===== src/rtl/otc_pkg.sv =====
package otc_pkg;

  // Avalon-MM byte addresses, one aligned word per register
  localparam int unsigned ADDR_W = 5;
  localparam logic [ADDR_W-1:0] OFF_TRIM_LOW  = 5'h00;
  localparam logic [ADDR_W-1:0] OFF_TRIM_HIGH = 5'h04;
  localparam logic [ADDR_W-1:0] OFF_CLK_MODE  = 5'h08;
  localparam logic [ADDR_W-1:0] OFF_IDLE_CTRL = 5'h0C;
  localparam logic [ADDR_W-1:0] OFF_STATUS    = 5'h10;

  // Trim field and reset values
  localparam int unsigned TRIM_W = 9;
  localparam logic [7:0] TRIM_LOW_RST  = 8'h00;
  localparam logic       TRIM_HIGH_RST = 1'b1;

  // Clock mode register layout
  localparam int unsigned CM_DIV_MSB   = 7;
  localparam int unsigned CM_DIV_LSB   = 5;
  localparam int unsigned CM_SLOW_OK   = 3;
  localparam int unsigned CM_FAST_OK   = 2;
  localparam int unsigned CM_IDLE_SEL  = 1;
  localparam int unsigned CM_HL_SEL    = 0;
  localparam logic [2:0] DIV_SEL_RST   = 3'h0;
  localparam logic       IDLE_SEL_RST  = 1'b1;
  localparam logic       HL_SEL_RST    = 1'b1;

  // Idle control register layout
  localparam int unsigned IC_KEEP   = 7;
  localparam int unsigned IC_LVD_EN = 0;

  // Status register layout: mode code in bits 2..0
  localparam int unsigned ST_MODE_MSB = 2;

  // Oscillator settle counts
  localparam logic [4:0] FAST_STABLE_CYCLES = 5'h10;
  localparam logic [1:0] SLOW_STABLE_TICKS  = 2'h2;

  // Divider: code 010 gives /64 ... code 111 gives /2
  localparam logic [2:0] DIV_CODE_64 = 3'h2;
  localparam logic [6:0] DIV_MAX     = 7'h40;

  typedef enum logic [2:0] {
    MODE_NORMAL     = 3'h0,
    MODE_SLOW       = 3'h1,
    MODE_IDLE_SUB   = 3'h3,
    MODE_IDLE_KEEP  = 3'h2,
    MODE_SLEEP_LITE = 3'h6,
    MODE_SLEEP_DEEP = 3'h7
  } otc_mode_type;

endpackage


===== src/rtl/otc_osc_ctrl.sv =====
// Operation
// - Trim resets to 100000000B, nominal 12MHz
// - Larger trim value means lower frequency
// - Trim bits split across low/high registers
// - Sub clock comes from slow RC oscillator
// - Normal mode divides fast clock 1..64
// - Switching to sub clock stops fast oscillator
// - Normal mode: CPU runs, both clocks run
// - Slow mode: sub clock, fast clock stopped
// - Halt, no watchdog/detector: deep sleep
// - Detector enabled blocks deep sleep entry
// - Halt with watchdog/detector: light sleep
// - Idle without keep: oscillator stops, sub runs
// - Idle with keep: sub runs, and oscillator runs only when fast clock is selected
// - Keep idle: fast clock follows source
// - Detector enabled forces sub clock on
// - Divider codes select sub or fast/64../2
// - High select picks undivided fast clock
// - Fast stable flag rises after 16 cycles
// - Slow stable flag rises after 2 sub clock ticks
//
// The placing of the registers and the Avalon-MM register port were left to the implementer.
`timescale 1ns/1ps
module otc_osc_ctrl (
  input  wire logic                         clk,
  input  wire logic                         rst_n,
  input  wire logic [otc_pkg::ADDR_W-1:0]   avs_address,
  input  wire logic                         avs_read,
  input  wire logic                         avs_write,
  input  wire logic [31:0]                  avs_writedata,
  input  wire logic [3:0]                   avs_byteenable,
  output logic      [31:0]                  avs_readdata,
  output logic                              avs_waitrequest,
  input  wire logic                         halt,
  input  wire logic                         wake,
  input  wire logic                         watchdog_en,
  input  wire logic                         sub_osc_tick,
  output logic      [otc_pkg::TRIM_W-1:0]   fast_osc_trim,
  output logic                              fast_osc_en,
  output logic                              sub_osc_en,
  output logic                              wdt_lvd_clk_en,
  output logic                              lowvolt_detector_on,
  output logic                              watchdog_stop,
  output logic                              cpu_run,
  output logic                              core_clk_en,
  output logic      [2:0]                   op_mode
);
  import otc_pkg::*;

  typedef struct packed {
    logic [7:0]   trim_low;
    logic         trim_high;
    logic [2:0]   div_sel;
    logic         idle_sel;
    logic         hl_sel;
    logic         keep;
    logic         lvd_en;
    otc_mode_type mode;
    logic [4:0]   fast_cnt;
    logic         fast_stable;
    logic [1:0]   slow_cnt;
    logic         slow_stable;
    logic         waitreq;
    logic [31:0]  rdata;
    logic         fast_en;
    logic         sub_en;
    logic         wl_clk_en;
    logic         wdt_stop;
    logic         cpu_run;
    logic         core_tick;
  } otc_top_type;

  otc_top_type r;
  otc_top_type next_r;

  logic gen_run;
  logic gen_tick;
  logic gen_on_sub;

  ////////////////////////////////////////////////////////////////////////////////
  // Core clock enable generator

  assign gen_run = (r.mode == MODE_NORMAL) || (r.mode == MODE_SLOW)
                   || (r.mode == MODE_IDLE_KEEP);

  otc_clk_gen u_clk_gen (
    .clk         (clk),
    .rst_n       (rst_n),
    .run_en      (gen_run),
    .hl_sel      (r.hl_sel),
    .div_sel     (r.div_sel),
    .fast_ok     (r.fast_stable),
    .sub_ok      (r.slow_stable),
    .sub_tick    (sub_osc_tick),
    .core_clk_en (gen_tick),
    .on_sub      (gen_on_sub)
  );

  ////////////////////////////////////////////////////////////////////////////////
  // Next-state logic

  // Target of a stop-cpu instruction; the watchdog enable is only looked at here
  function automatic otc_mode_type halt_target(
    input logic idle_sel,
    input logic keep,
    input logic wdog_en,
    input logic lvd_en
  );
    otc_mode_type m;
    if (idle_sel) begin
      m = keep ? MODE_IDLE_KEEP : MODE_IDLE_SUB;
    end else if (wdog_en || lvd_en) begin
      m = MODE_SLEEP_LITE;
    end else begin
      m = MODE_SLEEP_DEEP;
    end
    return m;
  endfunction

  // Running mode code for a given core clock source
  function automatic otc_mode_type run_mode(input logic on_sub);
    return on_sub ? MODE_SLOW : MODE_NORMAL;
  endfunction

  // Register read view; unused bits read as zero
  function automatic logic [31:0] read_word(
    input logic [ADDR_W-1:0] addr,
    input otc_top_type       s
  );
    logic [31:0] w;
    w = 32'h0000_0000;
    unique case (addr)
      OFF_TRIM_LOW: begin
        w[7:0] = s.trim_low;
      end
      OFF_TRIM_HIGH: begin
        w[0] = s.trim_high;
      end
      OFF_CLK_MODE: begin
        w[CM_DIV_MSB:CM_DIV_LSB] = s.div_sel;
        w[CM_SLOW_OK] = s.slow_stable;
        w[CM_FAST_OK] = s.fast_stable;
        w[CM_IDLE_SEL] = s.idle_sel;
        w[CM_HL_SEL] = s.hl_sel;
      end
      OFF_IDLE_CTRL: begin
        w[IC_KEEP] = s.keep;
        w[IC_LVD_EN] = s.lvd_en;
      end
      OFF_STATUS: begin
        w[ST_MODE_MSB:0] = s.mode;
      end
      default: begin
        w = 32'h0000_0000;
      end
    endcase
    return w;
  endfunction

  // Register write view; unmapped or read-only offsets leave the state alone
  function automatic otc_top_type write_reg(
    input otc_top_type       s,
    input logic [ADDR_W-1:0] addr,
    input logic [7:0]        data
  );
    otc_top_type t;
    t = s;
    unique case (addr)
      OFF_TRIM_LOW: begin
        t.trim_low = data;
      end
      OFF_TRIM_HIGH: begin
        t.trim_high = data[0];
      end
      OFF_CLK_MODE: begin
        t.div_sel = data[CM_DIV_MSB:CM_DIV_LSB];
        t.idle_sel = data[CM_IDLE_SEL];
        t.hl_sel = data[CM_HL_SEL];
      end
      OFF_IDLE_CTRL: begin
        t.keep = data[IC_KEEP];
        t.lvd_en = data[IC_LVD_EN];
      end
      default: begin
        t = s;
      end
    endcase
    return t;
  endfunction

  logic sel_sub;
  logic running;
  logic req;
  logic wr_lane0;
  logic [7:0] wbyte;

  always_comb begin
    next_r = r;
    sel_sub = !r.hl_sel && (r.div_sel < DIV_CODE_64);
    running = (r.mode == MODE_NORMAL) || (r.mode == MODE_SLOW);
    req = (avs_read || avs_write) && r.waitreq;
    wr_lane0 = avs_write && !r.waitreq && avs_byteenable[0];
    wbyte = avs_writedata[7:0];

    // Bus slave: one wait cycle, then a single-cycle answer
    next_r.waitreq = !req;
    if (req && avs_read) begin
      next_r.rdata = read_word(avs_address, r);
    end

    // A new trim value takes effect at once; settling is left to software
    if (wr_lane0) begin
      next_r = write_reg(next_r, avs_address, wbyte);
    end

    // Operating mode sequencing
    if (running && halt) begin
      next_r.mode = halt_target(r.idle_sel, r.keep, watchdog_en, r.lvd_en);
    end else if (!running && wake) begin
      next_r.mode = run_mode(sel_sub);
    end else if (running) begin
      next_r.mode = run_mode(gen_on_sub);
    end

    // In normal and slow mode the fast oscillator is kept until the generator has left it
    unique case (next_r.mode)
      MODE_NORMAL, MODE_SLOW: begin
        next_r.fast_en = !sel_sub || !gen_on_sub;
      end
      MODE_IDLE_KEEP: begin
        next_r.fast_en = !sel_sub;
      end
      default: begin
        next_r.fast_en = 1'b0;
      end
    endcase
    next_r.core_tick = gen_tick;

    // Sub clock only stops in deep sleep, and never with the detector on
    next_r.sub_en = (next_r.mode != MODE_SLEEP_DEEP) || r.lvd_en;
    next_r.wl_clk_en = next_r.sub_en && (next_r.mode != MODE_SLEEP_DEEP);
    next_r.wdt_stop = (next_r.mode == MODE_SLEEP_DEEP);
    next_r.cpu_run = (next_r.mode == MODE_NORMAL) || (next_r.mode == MODE_SLOW);

    // Settle counters restart whenever an oscillator is switched off
    if (!r.fast_en) begin
      next_r.fast_cnt = 5'h00;
      next_r.fast_stable = 1'b0;
    end else if (!r.fast_stable) begin
      next_r.fast_cnt = 5'(r.fast_cnt + 5'h01);
      next_r.fast_stable = (5'(r.fast_cnt + 5'h01) == FAST_STABLE_CYCLES);
    end
    if (!r.sub_en) begin
      next_r.slow_cnt = 2'h0;
      next_r.slow_stable = 1'b0;
    end else if (!r.slow_stable && sub_osc_tick) begin
      next_r.slow_cnt = 2'(r.slow_cnt + 2'h1);
      next_r.slow_stable = (2'(r.slow_cnt + 2'h1) == SLOW_STABLE_TICKS);
    end

    if (!rst_n) begin
      next_r.trim_low = TRIM_LOW_RST;
      next_r.trim_high = TRIM_HIGH_RST;
      next_r.div_sel = DIV_SEL_RST;
      next_r.idle_sel = IDLE_SEL_RST;
      next_r.hl_sel = HL_SEL_RST;
      next_r.keep = 1'b0;
      next_r.lvd_en = 1'b0;
      next_r.mode = MODE_NORMAL;
      next_r.fast_cnt = 5'h00;
      next_r.fast_stable = 1'b0;
      next_r.slow_cnt = 2'h0;
      next_r.slow_stable = 1'b0;
      next_r.waitreq = 1'b1;
      next_r.rdata = 32'h0000_0000;
      next_r.fast_en = 1'b1;
      next_r.sub_en = 1'b1;
      next_r.wl_clk_en = 1'b1;
      next_r.wdt_stop = 1'b0;
      next_r.cpu_run = 1'b1;
      next_r.core_tick = 1'b0;
    end
  end

  always_ff @(posedge clk) begin
    r <= next_r;
  end

  ////////////////////////////////////////////////////////////////////////////////
  // Outputs

  assign avs_readdata = r.rdata;
  assign avs_waitrequest = r.waitreq;
  assign fast_osc_trim = {r.trim_high, r.trim_low};
  assign fast_osc_en = r.fast_en;
  assign sub_osc_en = r.sub_en;
  assign wdt_lvd_clk_en = r.wl_clk_en;
  assign lowvolt_detector_on = r.lvd_en;
  assign watchdog_stop = r.wdt_stop;
  assign cpu_run = r.cpu_run;
  assign core_clk_en = r.core_tick;
  assign op_mode = r.mode;

endmodule


===== src/rtl/otc_clk_gen.sv =====
`timescale 1ns/1ps
module otc_clk_gen (
  input  wire logic       clk,
  input  wire logic       rst_n,
  input  wire logic       run_en,
  input  wire logic       hl_sel,
  input  wire logic [2:0] div_sel,
  input  wire logic       fast_ok,
  input  wire logic       sub_ok,
  input  wire logic       sub_tick,
  output logic            core_clk_en,
  output logic            on_sub
);
  import otc_pkg::*;

  typedef struct packed {
    logic [5:0] cnt;
    logic [5:0] limit;
    logic       src_sub;
    logic       tick;
  } otc_gen_type;

  otc_gen_type r;
  otc_gen_type next_r;

  logic       want_sub;
  logic [5:0] want_limit;
  logic       boundary;
  logic [6:0] ratio;

  always_comb begin
    next_r = r;
    want_sub = !hl_sel && (div_sel < DIV_CODE_64);
    ratio = DIV_MAX >> (div_sel - DIV_CODE_64);
    want_limit = hl_sel ? 6'h00 : 6'(ratio - 7'h01);
    boundary = r.src_sub ? sub_tick : (r.cnt == r.limit);
    next_r.tick = 1'b0;
    if (run_en) begin
      next_r.tick = boundary;
      next_r.cnt = boundary ? 6'h00 : 6'(r.cnt + 6'h01);
      // Source or ratio changes only on a period boundary and only onto a settled source
      if (boundary && ((want_sub && sub_ok) || (!want_sub && fast_ok))) begin
        next_r.src_sub = want_sub;
        next_r.limit = want_limit;
      end
    end
    if (!rst_n) begin
      next_r.cnt = 6'h00;
      next_r.limit = 6'h00;
      next_r.src_sub = 1'b0;
      next_r.tick = 1'b0;
    end
  end

  always_ff @(posedge clk) begin
    r <= next_r;
  end

  assign core_clk_en = r.tick;
  assign on_sub = r.src_sub;

endmodule


===== config.mk =====
export PLATFORM = sky130hd
export DESIGN_NAME = otc_osc_ctrl
export DESIGN_NICKNAME = d
export VERILOG_FILES = /design/src/rtl/otc_pkg.sv /design/src/rtl/otc_osc_ctrl.sv /design/src/rtl/otc_clk_gen.sv
export SDC_FILE = /design/constraint.sdc
export NUM_CORES = 1
export LEC_CHECK = 0
export ABC_AREA = 1
export ABC_CLOCK_PERIOD_IN_PS = 3850
export BUFFER_PORTS_ARGS = -buffer_cell sky130_fd_sc_hd__buf_4
export CORE_MARGIN = 4
export CORE_UTILIZATION = 35
export CTS_BUF_LIST = sky130_fd_sc_hd__clkbuf_16
export DETAILED_ROUTE_END_ITERATION = 10
export PLACE_DENSITY = 0.56
export SYNTH_ARGS = -nofsm -noshare
export SYNTH_HDL_FRONTEND = slang
export SYNTH_SLANG_ARGS = --single-unit
export TNS_END_PERCENT = 100

===== constraint.sdc =====
create_clock -name clk -period 3.85 [get_ports clk]
set_input_delay 0.385 -clock clk [delete_from_list [all_inputs] [get_ports clk]]
set_output_delay 0.385 -clock clk [all_outputs]
set_load 0.1 [all_outputs]

==> results.py, run 1 <==
metrics = {
    "clock_tree": {
        "cts.sinks": 57,
        "clk_latency_ps": 330,
        "cts_tree": "yes",
        "cts.clk_slew.worst_paths_ps": 50,
        "htree_levels": 3,
        "root_buffer": "clkbuf_16",
        "postCtsSetupRepairBufs": 0,
        "numCtsBuffers": 9,
        "clockBufferDepth": 2,
        "cts-resized-gates": 0,
        "holdBufCountCts": 0,
    },
    "setup_path": {
        "critPathTopFamily": "adder cells",
        "startpoint": "r[56]",
        "crit_top_cell": "nand3_1",
        "worstReg2RegStart": "r[56]",
        "path_cells": "inv_1 > ha_1 > inv_1 > nand3_1 > ha_1 > nand3_1 > nand2_1 > nand3_1 > nand4_1 > nand2_1 > nor2_1",
        "start_kind": "register",
        "critPathKind": "register to register",
        "r2r_slack_ps": 1780,
        "endpoint_kind": "register",
        "crit_path_top_delay_cell": "dfxtp_1",
        "path_buf_inv": 2,
        "cp_max_fo": 8,
        "critPathMaxStageDelay_ps": 440,
        "cp.arrival_ps": 2290,
        "required_ps": 4070,
    },
    "place": {
        "place_congestion": 0.778,
        "io_buffers": 49,
        "place_hpwl_mm": 5.29,
    },
    "routing": {
        "drt_iter0_markers": 67,
        "vias": 2643,
        "dr.pass1.iters": 4,
        "drc": 0,
        "ant_nets": 0,
        "via_per_inst": 4.54,
        "wl_per_cell_um": 11.7,
        "wl_mm": 6.81,
    },
    "floorplanning": {
        "die_h_um": 102,
        "die_area_um2": 10500,
        "die_w_um": 102,
        "floorplan.rows": 34,
        "core-area_um2": 8680,
        "ios": 101,
        "initial_core_util_pct": 35.8,
    },
    "final_layout": {
        "diodes": 0,
        "layout.cells.most_common": "nand2_1",
        "drive_gt1_share_pct": 16.5,
        "area_growth_pct": 17.1,
        "fin_nets": 527,
        "mostFrequentLayoutCells": "nand2_1, inv_1, dfxtp_1",
        "fillers": 933,
        "fin_util_pct": 42.0,
    },
    "synthesis": {
        "syn_area_um2": 3110,
        "yosysUniqueCellTypes": 36,
        "synth-seq-cells": 57,
        "synth_top_cell_by_area": "dfxtp_1",
        "netlist.area_leader.share_pct": 36.7,
        "yosys_warnings": 0,
        "avgSynthCellArea_um2": 7.13,
        "syn_inst": 436,
        "ys_seq_area_share_pct": 36.7,
        "yosys-top-cells-area": "dfxtp_1, buf_4, nand2_1",
    },
    "sta": {
        "finClkSkew_ps": 6.59,
        "min_period_ps": 2070,
        "max_slew_margin_pct": 48.5,
        "timing.fmax_ghz": 0.483,
        "setup-violations-final": 0,
        "drv_slew": 0,
        "finalCritPeriodShare_pct": 53.8,
        "tns_ps": 0,
        "rsz0062_at_grt": "false",
        "hold_viol": 0,
        "tightest_slew_ps": 770,
    },
    "grt": {
        "grt_use_total_pct": 14.0,
        "grt_pass1_vias": 2501,
        "grt_pass1_wl_mm": 11.4,
        "grt_overflow": 0,
        "grt_start_max_net_pins": 33,
        "antenna_found_initial": 0,
    },
    "power": {
        "p_per_area_nw_per_um2": 474,
        "ir_drop_mv": 0.182,
        "p_leak_uw": 0.00176,
    },
    "job": {
        "maxCapViolations": 0,
    },
    "outcome": {
        "status": "complete, no violations",
    },
    "min_path": {
        "hold_start": "avs_writedata[2]",
        "hold_class": "primary input to register",
    },
}
[per-layer routing]
| layer | global-route usage, % | vias up | part of all wire, % | wire length, µm |
|---|---|---|---|---|
| met2 | 23.1 | 61 | 47 | 3220 |
| li1 | - | 1382 | - | - |
| met5 | 0 | - | 0 | 0 |
| met4 | 3.94 | 0 | 1.2 | 83 |
| met3 | 5.53 | 9 | 6.1 | 417 |
| met1 | 16.8 | 1191 | 45 | 3090 |
[cells in the mapped netlist]
master / n
o21a_1: 1
dfxtp_1: 57
a221oi_1: 1
nand3b_1: 1
nand2_1: 73
clkbuf_4: 1
o21ai_2: 1
nor2_2: 1
buf_4: 45
o21ai_1: 2
nand2_2: 1
nor2_4: 3
inv_1: 64
o211ai_1: 1
or2_2: 1
conb_1: 1
ha_1: 9
xor2_1: 8
clkbuf_1: 2
o221ai_1: 2
o21ai_0: 30
o22ai_1: 1
clkbuf_8: 1
nand3_4: 1
a21oi_1: 23
nand3_2: 1
buf_2: 2
inv_2: 3
o21bai_4: 1
nor2_1: 54
and3_1: 1
nand4_1: 10
nor3_1: 5
nand3_1: 25
a211oi_1: 1
a31oi_1: 2
[sequential cells by signal (all words and copies together) (netlist names)]
signal / flops
wdt_lvd_clk_en: 1
r: 15
lowvolt_detector_on: 1
op_mode: 3
u_clk_gen.on_sub: 1
avs_readdata: 8
cpu_run: 1
u_clk_gen.core_clk_en: 1
avs_waitrequest: 1
sub_osc_en: 1
core_clk_en: 1
u_clk_gen.r: 12
watchdog_stop: 1
fast_osc_trim: 9
fast_osc_en: 1
[layout make-up]
| type | instances | area [µm²] | area share, % |
|---|---|---|---|
| tap | 108 | 135 | 3.71 |
| inverter | 67 | 251 | 6.91 |
| clock buffer | 9 | 225 | 6.19 |
| clock inverter | 7 | 86.3 | 2.37 |
| multi-input combinational | 284 | 1430 | 39.2 |
| sequential | 57 | 1140 | 31.3 |
| timing repair buffer | 50 | 375 | 10.3 |
[power breakdown]
group	internal, µW	switching, µW	total (µW)
Clock	559	271	830
Combinational	50.4	223	273
Sequential	609	15.4	624
Total	1220	509	1730
[worst paths after layout]
kind                      endpoint  cells after the start
setup / recovery    u_clk_gen.r[6]                     11
hold / removal    fast_osc_trim[2]                      3
setup reg to reg    u_clk_gen.r[6]                     11
hold reg to reg        core_clk_en                      2
[kinds of logic after synthesis]
group	share of synthesized area [%]
buffers and inverters	20.2
adders and majority gates	3.62
and+or+nand+nor	25.2
xor gates and xnor gates	2.25
AOI/OAI and AO/OA	11.9
other	0.121
DFF	36.7
[stage by stage]
stage               instance area [µm²]  hold WS [ps]  worst slack [ps]  total power, µW  cells
floorplan                          3200           390              1900              883    459
global placement                   3330           394              1830              907    566
detailed placement                 3330           401              1790              910    566
CTS                                3640           268              1770             1750    582
global route                       3640           283              1590             1790    582
finish                             3640           276              1780             1730    582
[worst reg2reg max path, cell delays in order, from the launching register on]
cell and delay [ps]:
dfxtp_1 440, inv_1 190, ha_1 400, inv_1 110
nand3_1 130, ha_1 270, nand3_1 90, nand2_1 50
nand3_1 70, nand4_1 100, nand2_1 80, nor2_1 40
No activity file was read; power rests on OpenSTA's default activity.
==> inputs of run 2 (changes only) <==
- ABC_AREA: 1 -> 0
- ABC_CLOCK_PERIOD_IN_PS: 3850 -> 1800
- PLACE_DENSITY: 0.56 -> 0.58
- clock period: 3.85 -> 1.8 ns (I/O delays scaled with it)
==> run 2 against run 1 <==
Effect of this change:
- setup slack lost 1700 ps
- routed wire length shrank 3.1%
- clock skew grew 2.5 ps
- highest routed layer unchanged
==> results.py, run 2 <==
metrics = {
    "outcome": {
        "status": "complete, no violations",
    },
    "synthesis": {
        "syn_inst": 342,
        "synthFlopType": "dfxtp_1",
        "yosysUniqueCellTypes": 54,
        "avgSynthCellArea_um2": 9.11,
        "synth_xor_area_share_pct": 4.22,
        "synth.top_cells.by_count": "dfxtp_1, buf_4, nand2_1",
        "synth_compound_area_share_pct": 9.80,
        "syn_area_um2": 3110,
        "ys_seq_area_share_pct": 36.6,
        "yosysMostFrequentCell": "dfxtp_1",
        "synthMuxAreaShare_pct": 11.0,
        "netlist.area_leader.share_pct": 36.6,
        "synth-seq-cells": 57,
        "yosys.area_share.adder_pct": 3.62,
        "synth_top_family_by_area": "simple AND/OR/NAND/NOR gates",
        "yosys-top-cells-area": "dfxtp_1, buf_4, mux2i_1",
        "synth_edf_count": 0,
        "synth-simple-area-share_pct": 21.5,
        "synthArstFlopShare_pct": 0,
        "synth_top_cell_by_area": "dfxtp_1",
        "yosys_warnings": 0,
    },
    "grt": {
        "grt_pass1_vias": 2198,
        "grt_use_total_pct": 13.5,
        "antenna_found_initial": 0,
        "grt_overflow": 0,
        "grt_pass1_wl_mm": 10.9,
        "grt_start_max_net_pins": 27,
    },
    "floorplanning": {
        "core-area_um2": 8680,
        "die_h_um": 102,
        "die_area_um2": 10500,
        "floorplan.rows": 34,
        "ios": 101,
        "initial_core_util_pct": 35.9,
        "die_w_um": 102,
    },
    "place": {
        "place_ws_ps": 18.9,
        "place_hpwl_mm": 4.93,
        "place_congestion": 0.764,
        "place_inst": 483,
        "io_buffers": 49,
    },
    "min_path": {
        "holdPathStages": 2,
        "hold_class": "primary input to register",
        "hold_start": "avs_write",
    },
    "setup_path": {
        "crit_path_top_delay_cell": "or3b_4",
        "ff2ff_path_depth": 5,
        "required_ps": 2010,
        "critPathMaxStageDelay_ps": 410,
        "startpoint": "r[54]",
        "worstReg2RegStart": "r[54]",
        "cp_max_fo": 3,
        "cp.depth": 5,
        "path_buf_inv": 0,
        "start_kind": "register",
        "path_cells": "or3_1 > a311oi_2 > a21oi_2 > or3b_4 > or2_1",
        "critPathKind": "register to register",
        "cp.arrival_ps": 1930,
        "endpoint_kind": "register",
        "critPathTopFamily": "simple AND/OR/NAND/NOR gates",
    },
    "final_layout": {
        "drive_gt1_share_pct": 28.4,
        "fillers": 860,
        "mostFrequentLayoutCells": "buf_4, dfxtp_1, nand2_1",
        "area_growth_pct": 22.7,
        "regMostFlops": "r",
        "seq_area_um2": 1150,
        "diodes": 0,
        "fin_nets": 444,
        "layout.cells.most_common": "buf_4",
        "multi_input_area_um2": 1710,
        "final_cells": 499,
        "largest_reg_flops": 15,
    },
    "power": {
        "p_leak_uw": 0.00165,
        "p_per_area_nw_per_um2": 901,
        "ir_drop_mv": 0.539,
    },
    "clock_tree": {
        "numCtsBuffers": 9,
        "htree_levels": 3,
        "root_buffer": "clkbuf_16",
        "holdBufCountCts": 0,
        "clockBufferDepth": 2,
        "cts.clk_slew.worst_paths_ps": 50,
        "cts_tree": "yes",
        "clk_latency_ps": 330,
        "cts.sinks": 57,
    },
    "sta": {
        "finClkSkew_ps": 9.05,
        "setup-violations-final": 0,
        "hold_viol": 0,
        "rsz0062_at_grt": "true",
        "finalCritPeriodShare_pct": 95.4,
        "hold_ws_ps": 62.7,
        "min_period_ps": 1720,
        "fin_ws_ps": 82.4,
        "drv_slew": 0,
        "timing.fmax_ghz": 0.582,
    },
    "routing": {
        "drt_iter0_markers": 33,
        "wl_mm": 6.60,
        "drc": 0,
        "vias": 2307,
        "via_per_inst": 4.62,
        "wl_per_cell_um": 13.2,
        "ant_nets": 0,
        "dr.pass1.iters": 4,
    },
    "job": {
        "maxCapViolations": 0,
    },
}
## run 2: cell count changes after synthesis, moves of 9 or more
| cell | delta |
|---|---|
| nor2b_1 | +24 |
| nand2_1 | -44 |
| o21ai_0 | -21 |
| mux2i_1 | +24 |
| clkbuf_1 | +9 |
| inv_1 | -57 |
| nor2_1 | -34 |
| a21oi_1 | -15 |
| nand3_1 | -17 |
## run 2: kinds of logic (layout without fill, tap and decap cells)
group | Yosys count | count (layout)
flops | 57 | 57
mux | 32 | 32
simple gates | 120 | 120
other cells | 1 | 24
compound gates | 44 | 44
buf+inv | 64 | 90
xor+xnor | 15 | 15
fa+ha+maj | 9 | 9
## run 2: final timing paths
check | end | slack [ps]
worst min-delay path | avs_waitrequest | 60
worst max register to register | sub_osc_en | 80
worst max-delay path | sub_osc_en | 80
worst min register to register | core_clk_en | 430
## run 2: through the flow
stage | TNS [ps] | instance area, µm² | util (%) | power [µW]
2_1_floorplan | -111 | 3270 | - | 1810
3_3_place_gp | 0 | 3510 | 40.5 | 1860
3_5_place_dp | 0 | 3510 | 40.5 | 1870
4_1_cts | 0 | 3790 | 43.7 | 3480
5_1_grt | -20.1 | 3820 | 44.0 | 3590
6_report | 0 | 3820 | 44.0 | 3440
## run 2: final cells by class
class                      instances  area share (%)
multi-input combinational        244            44.8
sequential                        57            30.0
timing repair buffer              67            13.5
clock buffer                       9            5.89
tap                              108            3.54
clock inverter                     7            1.44
inverter                           7           0.753
## run 2: power by group
| group | internal, µW | switching, µW |
|---|---|---|
| clock | 1040 | 556 |
| sequential | 1290 | 24.4 |
| combinational | 112 | 415 |
## run 2: what timing repair did
action	4_1_cts	5_1_grt
setup buffers	0	0
resized for setup	0	8
hold endpoints to repair	0	0
setup endpoints to repair	0	5
## run 2: per-layer routing
layer  part of all wire [%]  track usage (%)
met2                     46             21.7
met1                     46             16.7
met4                    1.5             4.54
met3                    6.0             5.05
met5                      0                0
